**config.mk**
```make
export PLATFORM = sky130hd
export DESIGN_NAME = bge_exec
export DESIGN_NICKNAME = d
export VERILOG_FILES = /design/src/hw/bge_pkg.sv /design/src/hw/bge_cycle_timer.sv /design/src/hw/bge_exec.sv
export SDC_FILE = /design/constraint.sdc
export NUM_CORES = 1
export LEC_CHECK = 0
export CAP_MARGIN = 20
export CORE_UTILIZATION = 24
export CTS_BUF_LIST = sky130_fd_sc_hd__clkbuf_2 sky130_fd_sc_hd__clkbuf_4 sky130_fd_sc_hd__clkbuf_8
export CTS_CLUSTER_SIZE = 24
export DETAILED_ROUTE_END_ITERATION = 16
export DONT_BUFFER_PORTS = 1
export HOLD_SLACK_MARGIN = 0.15
export PLACE_DENSITY = 0.4
export SETUP_SLACK_MARGIN = 0.3
export SLEW_MARGIN = 20
export SYNTH_ARGS = -nofsm -noshare
export SYNTH_HDL_FRONTEND = slang
export SYNTH_SLANG_ARGS = --single-unit
```
**constraint.sdc**
```tcl
create_clock -name clk -period 3.9 [get_ports clk]
set_input_delay 0 -clock clk [delete_from_list [all_inputs] [get_ports clk]]
set_output_delay 0 -clock clk [all_outputs]
set_load 0.01 [all_outputs]
```
**src/hw/bge_pkg.sv**
```systemverilog
package bge_pkg;

	// ************************************************************
	// Operations of the second branch group
	// ************************************************************
	typedef enum logic [3:0] {
		OP_CMP_ACC,
		OP_CMP_OPND,
		OP_BYTE_DECREMENT_BRANCH_NONZERO,
		OP_WORD_DECREMENT_BRANCH_NONZERO,
		OP_SWI_VECTOR,
		OP_SWI_ADDR16,
		OP_SOFTWARE_TRAP_FAR,
		OP_SOFTWARE_TRAP_FIXED,
		OP_INTERRUPT_RETURN,
		OP_QUICK_INTERRUPT_RETURN,
		OP_LINK,
		OP_UNLINK,
		OP_NEAR_SUBROUTINE_RETURN,
		OP_FAR_SUBROUTINE_RETURN
	} bge_op_e;

	typedef struct packed {
		logic i;
		logic s;
		logic t;
		logic n;
		logic z;
		logic v;
		logic c;
	} bge_ccr_s;

	typedef struct packed {
		bge_op_e op;
		logic is_word;
		logic is_mem;
		logic [15:0] acc;
		logic [15:0] opnd;
		logic [15:0] imm;
		logic [7:0] rel;
		logic [15:0] pc;
		logic [15:0] sp;
		logic [15:0] fp;
		logic [23:0] target;
		logic [15:0] stk_w0;
		logic [15:0] stk_w1;
		logic [15:0] stk_w2;
		logic [3:0] corr_a;
		logic [3:0] corr_b;
		logic [3:0] corr_c;
		bge_ccr_s ccr;
	} bge_req_s;

	typedef struct packed {
		logic [15:0] pc;
		logic [7:0] program_bank_register;
		logic pcb_we;
		logic [15:0] sp;
		logic [15:0] fp;
		bge_ccr_s ccr;
		logic [15:0] wb_data;
		logic wb_we;
		logic read_modify_write_marker;
		logic [15:0] push_data;
		logic push_we;
		logic taken;
		logic [23:0] vec_addr;
		logic vec_fetch;
	} bge_res_s;

	// ************************************************************
	// Cycle counts and layout
	// ************************************************************
	localparam int CNT_W = 8;
	localparam logic [7:0] CYC_CMP_TAKEN = 8'h04;
	localparam logic [7:0] CYC_CMP_NOT = 8'h03;
	localparam logic [7:0] CYC_CMPM_TAKEN = 8'h05;
	localparam logic [7:0] CYC_CMPM_NOT = 8'h04;
	localparam logic [7:0] CYC_DEC_TAKEN = 8'h05;
	localparam logic [7:0] CYC_DEC_NOT = 8'h04;
	localparam logic [7:0] CYC_DECM_TAKEN = 8'h06;
	localparam logic [7:0] CYC_DECM_NOT = 8'h05;
	localparam logic [7:0] CYC_INT_BASE = 8'h0c;
	localparam logic [7:0] CYC_LINK = 8'h06;
	localparam logic [7:0] CYC_UNLINK = 8'h05;
	localparam logic [7:0] CYC_RET_NEAR = 8'h04;
	localparam logic [7:0] CYC_RET_FAR = 8'h05;
	localparam logic [15:0] FRAME_BYTES = 16'h000c;
	localparam logic [23:0] VEC_BASE = 24'hfffffc;
	localparam logic [7:0] FIXED_VCT = 8'h09;
	localparam int PS_I_BIT = 6;
	localparam int PS_S_BIT = 5;
	localparam int PS_T_BIT = 4;
	localparam int PS_N_BIT = 3;
	localparam int PS_Z_BIT = 2;
	localparam int PS_V_BIT = 1;
	localparam int PS_C_BIT = 0;

endpackage

```
**src/hw/bge_cycle_timer.sv**
```systemverilog
`timescale 1ns/10ps
`default_nettype none

module bge_cycle_timer #(
	parameter int W = 8
) (
	input wire logic clk,
	input wire logic sys_rst,
	input wire logic load,
	input wire logic [W-1:0] load_val,
	output logic last
);

	logic [W-1:0] cnt_q;
	logic [W-1:0] cnt_d;

	assign cnt_d = load ? load_val : (cnt_q != '0 ? cnt_q - 1'b1 : cnt_q);
	assign last = (cnt_q == W'(1));

	always_ff @(posedge clk or posedge sys_rst) begin
		if (sys_rst) begin
			cnt_q <= '0;
		end else begin
			cnt_q <= cnt_d;
		end
	end

endmodule

`default_nettype wire

```
**src/hw/bge_exec.sv**
```systemverilog
`timescale 1ns/10ps
`default_nettype none

// Summary of operation
// - Accumulator compare, branch if unequal, set NZVC
// - Accumulator/register compare: four taken, three not
// - Register or memory compare, byte or word
// - Memory compare: five/four plus addressing correction
// - Byte decrement, write back, branch if nonzero
// - Word decrement, same flags and write-back
// - Register decrement forms: five taken, four not
// - Memory decrement: six/five plus addressing correction
// - Software interrupts clear I, set S
// - Quick return costs 12+3b+2c chained, 12+6c otherwise
// - Quick return chains pending interrupt, no stacking
// - Interrupt returns restore I S T N Z V C
// - Link pushes frame, reserves locals, six cycles
// - Unlink restores frame pointer, five cycles
// - Near return pops word into PC, four cycles
// - Far return pops PC and bank, five cycles
module bge_exec (
	input wire logic clk,
	input wire logic sys_rst,
	input wire logic start,
	input wire bge_pkg::bge_req_s req,
	input wire logic irq_pending,
	input wire logic [7:0] irq_vct,
	output logic ready,
	output logic done,
	output bge_pkg::bge_res_s res
);
	import bge_pkg::*;

	// ************************************************************
	// Operand arithmetic
	// ************************************************************
	logic ready_q;
	logic done_q;
	bge_res_s res_q;
	bge_res_s res_d;
	logic [7:0] cyc_d;
	logic timer_last;

	wire accept = start && ready_q;
	wire is_cmp = (req.op == OP_CMP_ACC) || (req.op == OP_CMP_OPND);
	wire is_dec = (req.op == OP_BYTE_DECREMENT_BRANCH_NONZERO) ||
		(req.op == OP_WORD_DECREMENT_BRANCH_NONZERO);
	wire wide = is_dec ? (req.op == OP_WORD_DECREMENT_BRANCH_NONZERO) : req.is_word;
	wire [15:0] src = (req.op == OP_CMP_ACC) ? req.acc : req.opnd;
	wire [15:0] opa = wide ? src : {8'h00, src[7:0]};
	wire [15:0] opb = is_dec ? 16'h0001 : (wide ? req.imm : {8'h00, req.imm[7:0]});
	// Both compare and decrement reduce to a - b at the chosen width
	wire [16:0] diff = {1'b0, opa} - {1'b0, opb};
	wire sa = wide ? opa[15] : opa[7];
	wire sb = wide ? opb[15] : opb[7];
	wire sd = wide ? diff[15] : diff[7];
	wire dz = wide ? (diff[15:0] == 16'h0000) : (diff[7:0] == 8'h00);
	wire dc = wide ? diff[16] : diff[8];
	wire dv = (sa != sb) && (sd != sa);
	wire taken = !dz;
	wire [15:0] br_pc = req.pc + {{8{req.rel[7]}}, req.rel};
	wire [15:0] wb_val = wide ? diff[15:0] : {8'h00, diff[7:0]};

	// ************************************************************
	// Stack and vector arithmetic
	// ************************************************************
	wire [15:0] ps_now = {9'h000, req.ccr};
	wire bge_ccr_s ccr_saved = '{i: req.stk_w0[PS_I_BIT], s: req.stk_w0[PS_S_BIT],
		t: req.stk_w0[PS_T_BIT], n: req.stk_w0[PS_N_BIT], z: req.stk_w0[PS_Z_BIT],
		v: req.stk_w0[PS_V_BIT], c: req.stk_w0[PS_C_BIT]};
	wire [7:0] swi_vct = (req.op == OP_SOFTWARE_TRAP_FIXED) ? FIXED_VCT : req.target[7:0];
	wire [23:0] swi_vec = VEC_BASE - {14'h0000, swi_vct, 2'b00};
	wire [23:0] irq_vec = VEC_BASE - {14'h0000, irq_vct, 2'b00};
	wire chain = (req.op == OP_QUICK_INTERRUPT_RETURN) && irq_pending;
	wire [15:0] link_fp = req.sp - 16'h0002;
	wire [15:0] link_sp = link_fp - {8'h00, req.imm[7:0]};
	// Correction terms, widened before summing so none can wrap
	wire [7:0] ca = {4'h0, req.corr_a};
	wire [7:0] cb3 = 8'(req.corr_b) * 8'h03;
	wire [7:0] cc2 = 8'(req.corr_c) * 8'h02;
	wire [7:0] cc6 = 8'(req.corr_c) * 8'h06;

	// ************************************************************
	// Result and cycle count
	// ************************************************************
	always_comb begin
		res_d = '0;
		res_d.pc = req.pc;
		res_d.program_bank_register = 8'h00;
		res_d.sp = req.sp;
		res_d.fp = req.fp;
		res_d.ccr = req.ccr;
		cyc_d = CYC_CMP_NOT;
		unique case (req.op)
			OP_CMP_ACC, OP_CMP_OPND: begin
				// Flags only; the difference is never stored
				res_d.ccr.n = sd;
				res_d.ccr.z = dz;
				res_d.ccr.v = dv;
				res_d.ccr.c = dc;
				res_d.taken = taken;
				res_d.pc = taken ? br_pc : req.pc;
				if (req.op == OP_CMP_OPND && req.is_mem) begin
					cyc_d = (taken ? CYC_CMPM_TAKEN : CYC_CMPM_NOT) + ca;
				end else begin
					cyc_d = taken ? CYC_CMP_TAKEN : CYC_CMP_NOT;
				end
			end
			OP_BYTE_DECREMENT_BRANCH_NONZERO, OP_WORD_DECREMENT_BRANCH_NONZERO: begin
				res_d.ccr.n = sd;
				res_d.ccr.z = dz;
				res_d.ccr.v = dv;
				res_d.wb_data = wb_val;
				res_d.wb_we = 1'b1;
				res_d.read_modify_write_marker = req.is_mem;
				res_d.taken = taken;
				res_d.pc = taken ? br_pc : req.pc;
				if (req.is_mem) begin
					cyc_d = (taken ? CYC_DECM_TAKEN : CYC_DECM_NOT) + ca;
				end else begin
					cyc_d = taken ? CYC_DEC_TAKEN : CYC_DEC_NOT;
				end
			end
			OP_SWI_VECTOR, OP_SWI_ADDR16, OP_SOFTWARE_TRAP_FAR, OP_SOFTWARE_TRAP_FIXED: begin
				res_d.ccr.i = 1'b0;
				res_d.ccr.s = 1'b1;
				res_d.sp = req.sp - FRAME_BYTES;
				res_d.push_data = ps_now;
				res_d.push_we = 1'b1;
				res_d.taken = 1'b1;
				cyc_d = CYC_INT_BASE + cc6;
				if (req.op == OP_SWI_ADDR16) begin
					res_d.pc = req.target[15:0];
				end else if (req.op == OP_SOFTWARE_TRAP_FAR) begin
					res_d.pc = req.target[15:0];
					res_d.program_bank_register = req.target[23:16];
					res_d.pcb_we = 1'b1;
				end else begin
					res_d.vec_addr = swi_vec;
					res_d.vec_fetch = 1'b1;
				end
			end
			OP_INTERRUPT_RETURN, OP_QUICK_INTERRUPT_RETURN: begin
				res_d.ccr = ccr_saved;
				res_d.taken = 1'b1;
				if (chain) begin
					// Stack frame stays in place for the chained handler
					res_d.vec_addr = irq_vec;
					res_d.vec_fetch = 1'b1;
					cyc_d = CYC_INT_BASE + cb3 + cc2;
				end else begin
					res_d.pc = req.stk_w1;
					res_d.program_bank_register = req.stk_w2[7:0];
					res_d.pcb_we = 1'b1;
					res_d.sp = req.sp + FRAME_BYTES;
					cyc_d = CYC_INT_BASE + cc6;
				end
			end
			OP_LINK: begin
				res_d.push_data = req.fp;
				res_d.push_we = 1'b1;
				res_d.fp = link_fp;
				res_d.sp = link_sp;
				cyc_d = CYC_LINK;
			end
			OP_UNLINK: begin
				res_d.fp = req.stk_w0;
				res_d.sp = req.fp + 16'h0002;
				cyc_d = CYC_UNLINK;
			end
			OP_NEAR_SUBROUTINE_RETURN: begin
				res_d.pc = req.stk_w0;
				res_d.sp = req.sp + 16'h0002;
				res_d.taken = 1'b1;
				cyc_d = CYC_RET_NEAR;
			end
			OP_FAR_SUBROUTINE_RETURN: begin
				res_d.pc = req.stk_w0;
				res_d.program_bank_register = req.stk_w1[7:0];
				res_d.pcb_we = 1'b1;
				res_d.sp = req.sp + 16'h0004;
				res_d.taken = 1'b1;
				cyc_d = CYC_RET_FAR;
			end
			default: begin
				cyc_d = CYC_CMP_NOT;
			end
		endcase
	end

	// ************************************************************
	// Sequencing
	// ************************************************************
	// The timer is loaded with one less so the done flop lands on the last cycle
	bge_cycle_timer #(
		.W(CNT_W)
	) u_timer (
		.clk(clk),
		.sys_rst(sys_rst),
		.load(accept),
		.load_val(cyc_d - 8'h01),
		.last(timer_last)
	);

	wire done_d = timer_last && !ready_q;

	always_ff @(posedge clk or posedge sys_rst) begin
		if (sys_rst) begin
			ready_q <= 1'b1;
			done_q <= 1'b0;
			res_q <= '0;
		end else begin
			ready_q <= accept ? 1'b0 : (done_q ? 1'b1 : ready_q);
			done_q <= done_d;
			if (accept) begin
				res_q <= res_d;
			end
		end
	end

	assign ready = ready_q;
	assign done = done_q;
	assign res = res_q;

	// ************************************************************
	// Checks
	// ************************************************************
	logic [7:0] busy_cnt_q;
	logic [7:0] exp_cyc_q;

	always_ff @(posedge clk or posedge sys_rst) begin
		if (sys_rst) begin
			busy_cnt_q <= 8'h00;
			exp_cyc_q <= 8'h00;
		end else if (accept) begin
			busy_cnt_q <= 8'h01;
			exp_cyc_q <= cyc_d;
		end else if (!ready_q && !done_q) begin
			busy_cnt_q <= busy_cnt_q + 8'h01;
		end
	end

	property p_cmp_acc_taken;
		@(posedge clk) disable iff (sys_rst)
		accept && req.op == OP_CMP_ACC && opa != opb |->
			##1 !done_q[*3] ##1 done_q;
	endproperty
	a_cmp_acc_taken: assert property (p_cmp_acc_taken) else $error("compare taken not 4");

	property p_cmp_reg_not;
		@(posedge clk) disable iff (sys_rst)
		accept && req.op == OP_CMP_OPND && !req.is_mem && opa == opb |->
			##1 !done_q[*2] ##1 done_q ##1 ready_q;
	endproperty
	a_cmp_reg_not: assert property (p_cmp_reg_not) else $error("compare untaken not 3");

	property p_cmp_branch;
		@(posedge clk) disable iff (sys_rst)
		accept && is_cmp |-> ##1 res_q.taken == ($past(opa) != $past(opb)) && !res_q.wb_we;
	endproperty
	a_cmp_branch: assert property (p_cmp_branch) else $error("compare branch wrong");

	property p_cmp_carry;
		@(posedge clk) disable iff (sys_rst)
		accept && is_cmp |-> ##1 res_q.ccr.c == ($past(opa) < $past(opb));
	endproperty
	a_cmp_carry: assert property (p_cmp_carry) else $error("compare borrow wrong");

	property p_dec_carry_kept;
		@(posedge clk) disable iff (sys_rst)
		accept && is_dec |-> ##1 res_q.ccr.c == $past(req.ccr.c) &&
			res_q.wb_data == $past(wb_val) && res_q.taken == (res_q.wb_data != 16'h0000);
	endproperty
	a_dec_carry_kept: assert property (p_dec_carry_kept) else $error("decrement flags wrong");

	property p_cycle_total;
		@(posedge clk) disable iff (sys_rst)
		done_q |-> busy_cnt_q == exp_cyc_q;
	endproperty
	a_cycle_total: assert property (p_cycle_total) else $error("cycle count mismatch");

	property p_swi_flags;
		@(posedge clk) disable iff (sys_rst)
		accept && req.op inside {OP_SWI_VECTOR, OP_SWI_ADDR16, OP_SOFTWARE_TRAP_FAR,
			OP_SOFTWARE_TRAP_FIXED} |-> ##1 !res_q.ccr.i && res_q.ccr.s &&
			res_q.ccr.n == $past(req.ccr.n);
	endproperty
	a_swi_flags: assert property (p_swi_flags) else $error("trap flags wrong");

	property p_quick_chain;
		@(posedge clk) disable iff (sys_rst)
		accept && req.op == OP_QUICK_INTERRUPT_RETURN && irq_pending |->
			##1 res_q.vec_fetch && res_q.sp == $past(req.sp) && !res_q.pcb_we;
	endproperty
	a_quick_chain: assert property (p_quick_chain) else $error("quick return did not chain");

	property p_link;
		@(posedge clk) disable iff (sys_rst)
		accept && req.op == OP_LINK |-> ##1 res_q.fp == $past(req.sp) - 16'h0002 &&
			res_q.push_data == $past(req.fp) ##5 done_q;
	endproperty
	a_link: assert property (p_link) else $error("link frame wrong");

	property p_far_ret;
		@(posedge clk) disable iff (sys_rst)
		accept && req.op == OP_FAR_SUBROUTINE_RETURN |->
			##1 res_q.program_bank_register == $past(req.stk_w1[7:0]) && res_q.sp == $past(req.sp) + 16'h0004
			##4 done_q;
	endproperty
	a_far_ret: assert property (p_far_ret) else $error("far return wrong");

	property p_cmp_mem_cycles;
		@(posedge clk) disable iff (sys_rst)
		accept && req.op == OP_CMP_OPND && req.is_mem |->
			##1 exp_cyc_q == (res_q.taken ? CYC_CMPM_TAKEN : CYC_CMPM_NOT) +
			{4'h0, $past(req.corr_a)};
	endproperty
	a_cmp_mem_cycles: assert property (p_cmp_mem_cycles) else $error("mem compare time");

	property p_dec_reg_cycles;
		@(posedge clk) disable iff (sys_rst)
		accept && is_dec && !req.is_mem |->
			##1 exp_cyc_q == (res_q.taken ? CYC_DEC_TAKEN : CYC_DEC_NOT);
	endproperty
	a_dec_reg_cycles: assert property (p_dec_reg_cycles) else $error("reg decrement time");

	// Chained and plain quick returns are priced from different corrections
	property p_quick_cycles;
		@(posedge clk) disable iff (sys_rst)
		accept && req.op == OP_QUICK_INTERRUPT_RETURN |->
			##1 exp_cyc_q == CYC_INT_BASE + (res_q.vec_fetch ?
			8'h03 * {4'h0, $past(req.corr_b)} + 8'h02 * {4'h0, $past(req.corr_c)} :
			8'h06 * {4'h0, $past(req.corr_c)});
	endproperty
	a_quick_cycles: assert property (p_quick_cycles) else $error("quick return time");

	property p_ret_restore;
		@(posedge clk) disable iff (sys_rst)
		accept && req.op inside {OP_INTERRUPT_RETURN, OP_QUICK_INTERRUPT_RETURN} |->
			##1 res_q.ccr == $past(req.stk_w0[PS_I_BIT:PS_C_BIT]);
	endproperty
	a_ret_restore: assert property (p_ret_restore) else $error("return flags wrong");

	property p_unlink;
		@(posedge clk) disable iff (sys_rst)
		accept && req.op == OP_UNLINK |->
			##1 res_q.fp == $past(req.stk_w0) && res_q.sp == $past(req.fp) + 16'h0002
			##4 done_q;
	endproperty
	a_unlink: assert property (p_unlink) else $error("unlink wrong");

	property p_near_ret;
		@(posedge clk) disable iff (sys_rst)
		accept && req.op == OP_NEAR_SUBROUTINE_RETURN |->
			##1 res_q.pc == $past(req.stk_w0) && res_q.sp == $past(req.sp) + 16'h0002
			##3 done_q;
	endproperty
	a_near_ret: assert property (p_near_ret) else $error("near return wrong");

endmodule

`default_nettype wire

```
# == Word-level counts from Yosys, hierarchy flattened ==
# Cells that the tools add are included.
# totals
reg_bits,135
latch_bits,0
mem_bits_rw,0
rom_bits,0
inputBits,213
word_cells,124
memories,0
# op_classes
addsub,18
mul,2
div,0
order_cmp,0
eq_ne,16
shifts,0
mux,43
n_bitwise,0
n_reduce_logical,22
# op_table
op,n
$mux W16,7
$mux W25,4
$pmux W16 S6,1
$pmux W16 S4,1
$pmux W8 S7,1
$pmux W25 S2,1
$mux W41,1
$mux W8,5
$pmux W17 S2,1
$add A16 B2 Y16 const B,2
$pmux W16 S2,1
$pmux W9 S3,1
$eq A4 B4 Y1 const B,6
$sub A3 B11 Y12 const A,2
$mux W18,1
$sub A16 B16 Y17,1
$add A16 B16 Y16,1
$add A16 B3 Y16 const B,1
$add A16 B4 Y16 const B,1
$eq A4 B3 Y1 const B,4
$logic_not A16 Y1,1
$sub A16 B2 Y16 const B,1
$sub A16 B4 Y16 const B,1
$sub A16 B8 Y16,1
other kinds (29),54

# == Depth between registers and ports, before layout ==
# depth
word_depth,14
depth_mapped,32

# == By module ==
# Synthesis repeated with hierarchy kept, for this count alone.
# hier_totals
hier_cells,1486
area_unflattened_um2,11489.8
# modules_own_cells
mod,instances,cells_each,area_per_inst_um2
bge_exec,1,1431,10978.0
bge_cycle_timer,1,55,511.7

# == Worst setup path after synthesis ==
# OpenSTA, ideal clock, no wires.
# synth_timing
path_type,input to register
startpoint,in req[200] (netlist name)
endpoint,reg u_timer.cnt_q[7]
t_arrival_ns,5.814
required_ns,3.781
setup_slack_ns,-2.033
cell_stages,29
n_path_buf,3
cell_sequence,buf_2 or2_2 clkbuf_1 nor2_1 clkbuf_1 mux2i_1 ha_1 inv_1 fa_1 a211oi_2 nor2_1 xor2_1 or4_4 a21oi_4 nand4b_4 nor4_4 nor2_2 inv_1 ha_1 inv_1 fa_1 xnor2_1 a21oi_1 a21oi_1 o211ai_1 a31oi_2 nand4_1 xnor2_1 o21a_1
# synth_between
elab_chain_cells,14
elab_cells_between_ends,42
classes_between,add/sub (4); eq/ne (13); mux (14); reduce/logical (11)
# synth_rtl
element,line_no,text
start: declaration,bge_exec.sv:25,"input wire bge_pkg::bge_req_s req,"
$eq A4 B2 Y1 (on tied branches),n/a,
$logic_or A1 B1 Y1,bge_exec.sv:46,wire is_dec = (req.op == OP_BYTE_DECREMENT_BRANCH_NONZERO) ||
$mux W1,bge_exec.sv:48,wire wide = is_dec ? (req.op == OP_WORD_DECREMENT_BRANCH_NONZERO) : req.is_word;
$mux W16 (2 in a row),bge_exec.sv:51,"wire [15:0] opb = is_dec ? 16'h0001 : (wide ? req.imm : {8'h00, req.imm[7:0]});"
$sub A16 B16 Y17,bge_exec.sv:53,"wire [16:0] diff = {1'b0, opa} - {1'b0, opb};"
$logic_not A16 Y1,bge_exec.sv:57,wire dz = wide ? (diff[15:0] == 16'h0000) : (diff[7:0] == 8'h00);
$mux W1,bge_exec.sv:57,
$mux W1 / $mux W2 (equally long branches),"bge_exec.sv:104, bge_exec.sv:121, bge_exec.sv:119",
$add A8 B4 Y8 / $add A3 B4 Y5 (equally long branches),"bge_exec.sv:104, bge_exec.sv:119",
$mux W8 / $mux W5 (equally long branches),"bge_exec.sv:103, bge_exec.sv:118",
$pmux W8 S7 (*),bge_exec.sv:94,unique case (req.op)
$sub A8 B1 Y8 (*),bge_exec.sv:201,".load_val(cyc_d - 8'h01),"
$mux W8 (*),bge_cycle_timer.sv:17,assign cnt_d = load ? load_val : (cnt_q != '0 ? cnt_q - 1'b1 : cnt_q);
end signal: assignment,bge_cycle_timer.sv:24,cnt_q <= cnt_d;
end: declaration,bge_cycle_timer.sv:14,logic [W-1:0] cnt_q;
# Every way passes the cells marked *; elsewhere a longest branch is shown, timed or not.
# A chain may end at the register's enable or synchronous reset.

# == Worst setup path after layout ==
# layout_timing
startpoint,in req[198] (netlist name)
endpoint,reg u_timer.cnt_q[4]
# Same word-level chain as after synthesis.

==> key figures <==
Clock network
  • Clock Tree Buf Depth: 2
  • CTS tree: yes
  • Clk Latency, worst-skew pair: 0.55 ns
  • Clk root buf: clkbuf_8
  • Register clock-pin slew on the reported worst setup and hold paths: 0.09 ns
  • CTS sink count: around 120
  • Num CTS Buffers: 17
  • Htree depth: 4

Timing
  • Worst slew margin: 37.44%
  • Setup TNS: -3.338 ns
  • Final min period: 4.481 ns
  • Final Skew: between 0.01 and 0.015 ns
  • RSZ-0062 raised after global routing: yes
  • # setup viols final: 7
  • Final hold violation count: 0
  • Post-layout worst setup margin: -0.5807 ns
  • Final period utilization: 114.9%
  • Slew Viols, Final: 0
  • Worst slew pin tran: 0.9362 ns
  • Peak Freq: approximately 220 MHz

Finish
  • NumNets Final: 2092
  • Synth-to-Final Area Change: 37.61%
  • Proportion of layout cells with a drive suffix above 1: between 10% and 20%

Floorplanning
  • Rows: 80
  • Chip Height: 221.5 um
  • Total die area: 0.04906 mm^2
  • Starting Density: 24.27%
  • Core area: 0.04765 mm^2
  • Chip width: 221.5 um
  • Io pins: 340

Logic synthesis
  • Yosys top cell area share: approximately 26%
  • Prevailing post-synth register cell: dfrtp_1
  • Synth async-reset ratio: 100.0%
  • Avg Cell Area, Syn: 7.633 um^2
  • Synth area leader: dfrtp_1
  • Netlist cell types: just under 90
  • Post-Synthesis Cells: approximately 1500
  • Commonest cells in the netlist: 243 x nand2_1, 150 x nor2_1, 120 x o21ai_0, 118 x dfrtp_1, 101 x a21oi_1
  • Most frequent cell after synthesis: nand2_1
  • Post-synth EDFFs: 0
  • Post-synthesis sequential area ratio: about a quarter
  • Post-Syn Area: 0.01156 mm^2
  • Total number of yosys warnings: 0
  • Flops & latches, synth: 119
  • Area contributors post-synth: dfrtp_1 26%, ha_1 8.0%, nand2_1 7.9%

Outcome
  • Failing checks: setup timing
  • Status: complete, but fails checks

Power
  • Total leakage power: around 6.7 nW
  • Total power: slightly above 6 mW
  • Reg power frac: 39.2%
  • Power Internal: 3.622 mW
  • Switch share: 41.94%
  • Comb pwr share: 39.3%
  • P_sw: between 2 and 3 mW
  • Clock share of power: about a fifth
  • PD cells: 392.0 mW/mm^2
  • VDD IR-drop max: 172.5 uV

Place
  • Routability cong.: ~0.87
  • Port bufs: 0
  • HPWL Detailed: 42.46 mm

Worst setup path
  • Startpoint types: primary input
  • Setup CP Type: in2reg
  • Crit path buffers/inverters: 4
  • Critical Path AT: 4.90 ns
  • Most used cell, CP: inv_2
  • Top delay family on crit path: simple AND/OR/NAND/NOR gates
  • Critical Path RT: 4.32 ns
  • Slowest cell delay on critical path: about 0.54 ns
  • Crit end category: register
  • Slowest CP cell: or4_4
  • Critical path fanouts, max: 26

Global routing
  • First-pass GRT wire length: 86.31 mm
  • Gr usage total: 23.65%
  • Grt ovf: 0
  • Initial antenna violation count: 10
  • Largest net degree at the start of global routing: 69
  • Vias in the first global route: 13110

Drt
  • DRT Wirelength: 58.57 mm
  • Initial DRC Count: between 900 and 1000
  • ANT nets after route: 0
  • DRC errors left: 0
  • DR vias: 12940
  • WL/cell: 24.14 um
  • Drt first pass iters: 8
  • Vias per inst: roughly 5.3

Job
  • Max-cap violations: 0

Hold path
  • Hold Path Class: in2reg
## final cells by class
cell class,count,area (um^2)
clock inverter,8,148.9
sequential,119,2979
fill,5080,31730
inverter,51,196.4
clock buffer,21,270.3
antenna,6,15.01
tap,615,769.5
timing repair buffer,368,3402
multi-input combinational,1238,8132
## layer usage
metal	routed length [um]	track usage (%)	vias up	part of all wire [%]
met5	62	0	-	0.11
met3	4621	7.262	100	7.9
met1	25200	29.38	6282	43
li1	-	-	6029	-
met2	26760	38.30	524	46
met4	1916	8.893	8	3.3
## worst reg2reg max path, delay by kind of cell (launching register included)
kind                   cells  cell delay, ns
AND/OR/NAND/NOR            2            0.47
AO/OA/AOI/OAI              1            0.14
flip-flops                 1            0.64
buffers and inverters      3            1.65
## power groups by stage
stage | sequential, mW | combinational, mW | clock, mW
finish | 2.45 | 2.45 | 1.34
global placement | 2.46 | 1.99 | 0
detailed placement | 2.46 | 2.01 | 0
global route | 2.51 | 2.74 | 1.42
floorplan | 2.24 | 1.55 | 0
CTS | 2.44 | 2.40 | 1.38
## worst paths after layout
check	startpoint	end	slack, ns	cells after the start
min	req[157]	res[55]	0.13	5
max	req[198]	u_timer.cnt_q[4]	-0.58	27
max reg2reg	ready	res[56]	0.95	6
min in group asynchronous	sys_rst	res[28]	0.46	3
max in group asynchronous	sys_rst	res[88]	2.60	4
min reg2reg	res[41]	res[41]	0.54	2
## repair_timing
item	CTS	global route
pin swaps	17	3
hold endpoints to repair	192	5
gates resized for setup	12	26
hold buffers	232	5
buffers inserted	6	3
endpoints found under the setup margin	8	33
## through the flow
step | cell area [um^2] | util (%) | setup WS, ns | hold slack [ns] | std cells
after floorplan | 11650 | - | -1.395 | 0.05826 | 1516
after global placement | 12830 | 26.93 | -1.087 | 0.05986 | 2145
after detailed placement | 12830 | 26.93 | -1.206 | 0.07465 | 2145
after CTS | 15720 | 32.99 | -0.5127 | -0.3351 | 2412
after global routing | 15910 | 33.39 | -0.7935 | 0.1656 | 2425
final | 15910 | 33.40 | -0.5807 | 0.1290 | 2426
## sequential cells by signal, indices dropped and copies added, names as in the netlist
register       cells
ready              1
done               1
u_timer.cnt_q      8
res              109
## logic make-up (layout without fill, tap and decap cells)
group,after synthesis,count (layout),synth area share (%)
simple gates,579,579,22.86
mux,16,16,1.407
xor+xnor,106,106,8.029
flops,119,119,25.76
compound gates,451,451,26.13
buf+inv,159,448,6.038
other cells,1,8,0.03243
fa+ha+maj,84,84,9.738
## placed cells by master (no fill, tap or decap), drive strengths merged, types with 8 or more instances in the layout
cell,n
a211oi,11
a21o,14
a21oi,102
a221o,8
a221oi,41
a222oi,13
a22o,8
a31oi,13
buf,132
clkbuf,21
dfrtp,118
dlygate4sd3,234
fa,10
ha,74
inv,52
mux2i,14
nand2,243
nand2b,13
nand3,42
nor2,151
nor2b,14
nor3,34
nor4,14
o211ai,11
o21a,13
o21ai,128
o22ai,17
or2,9
or3,10
or4,8
xnor2,65
xor2,41
(Power assumes the default switching activity.)
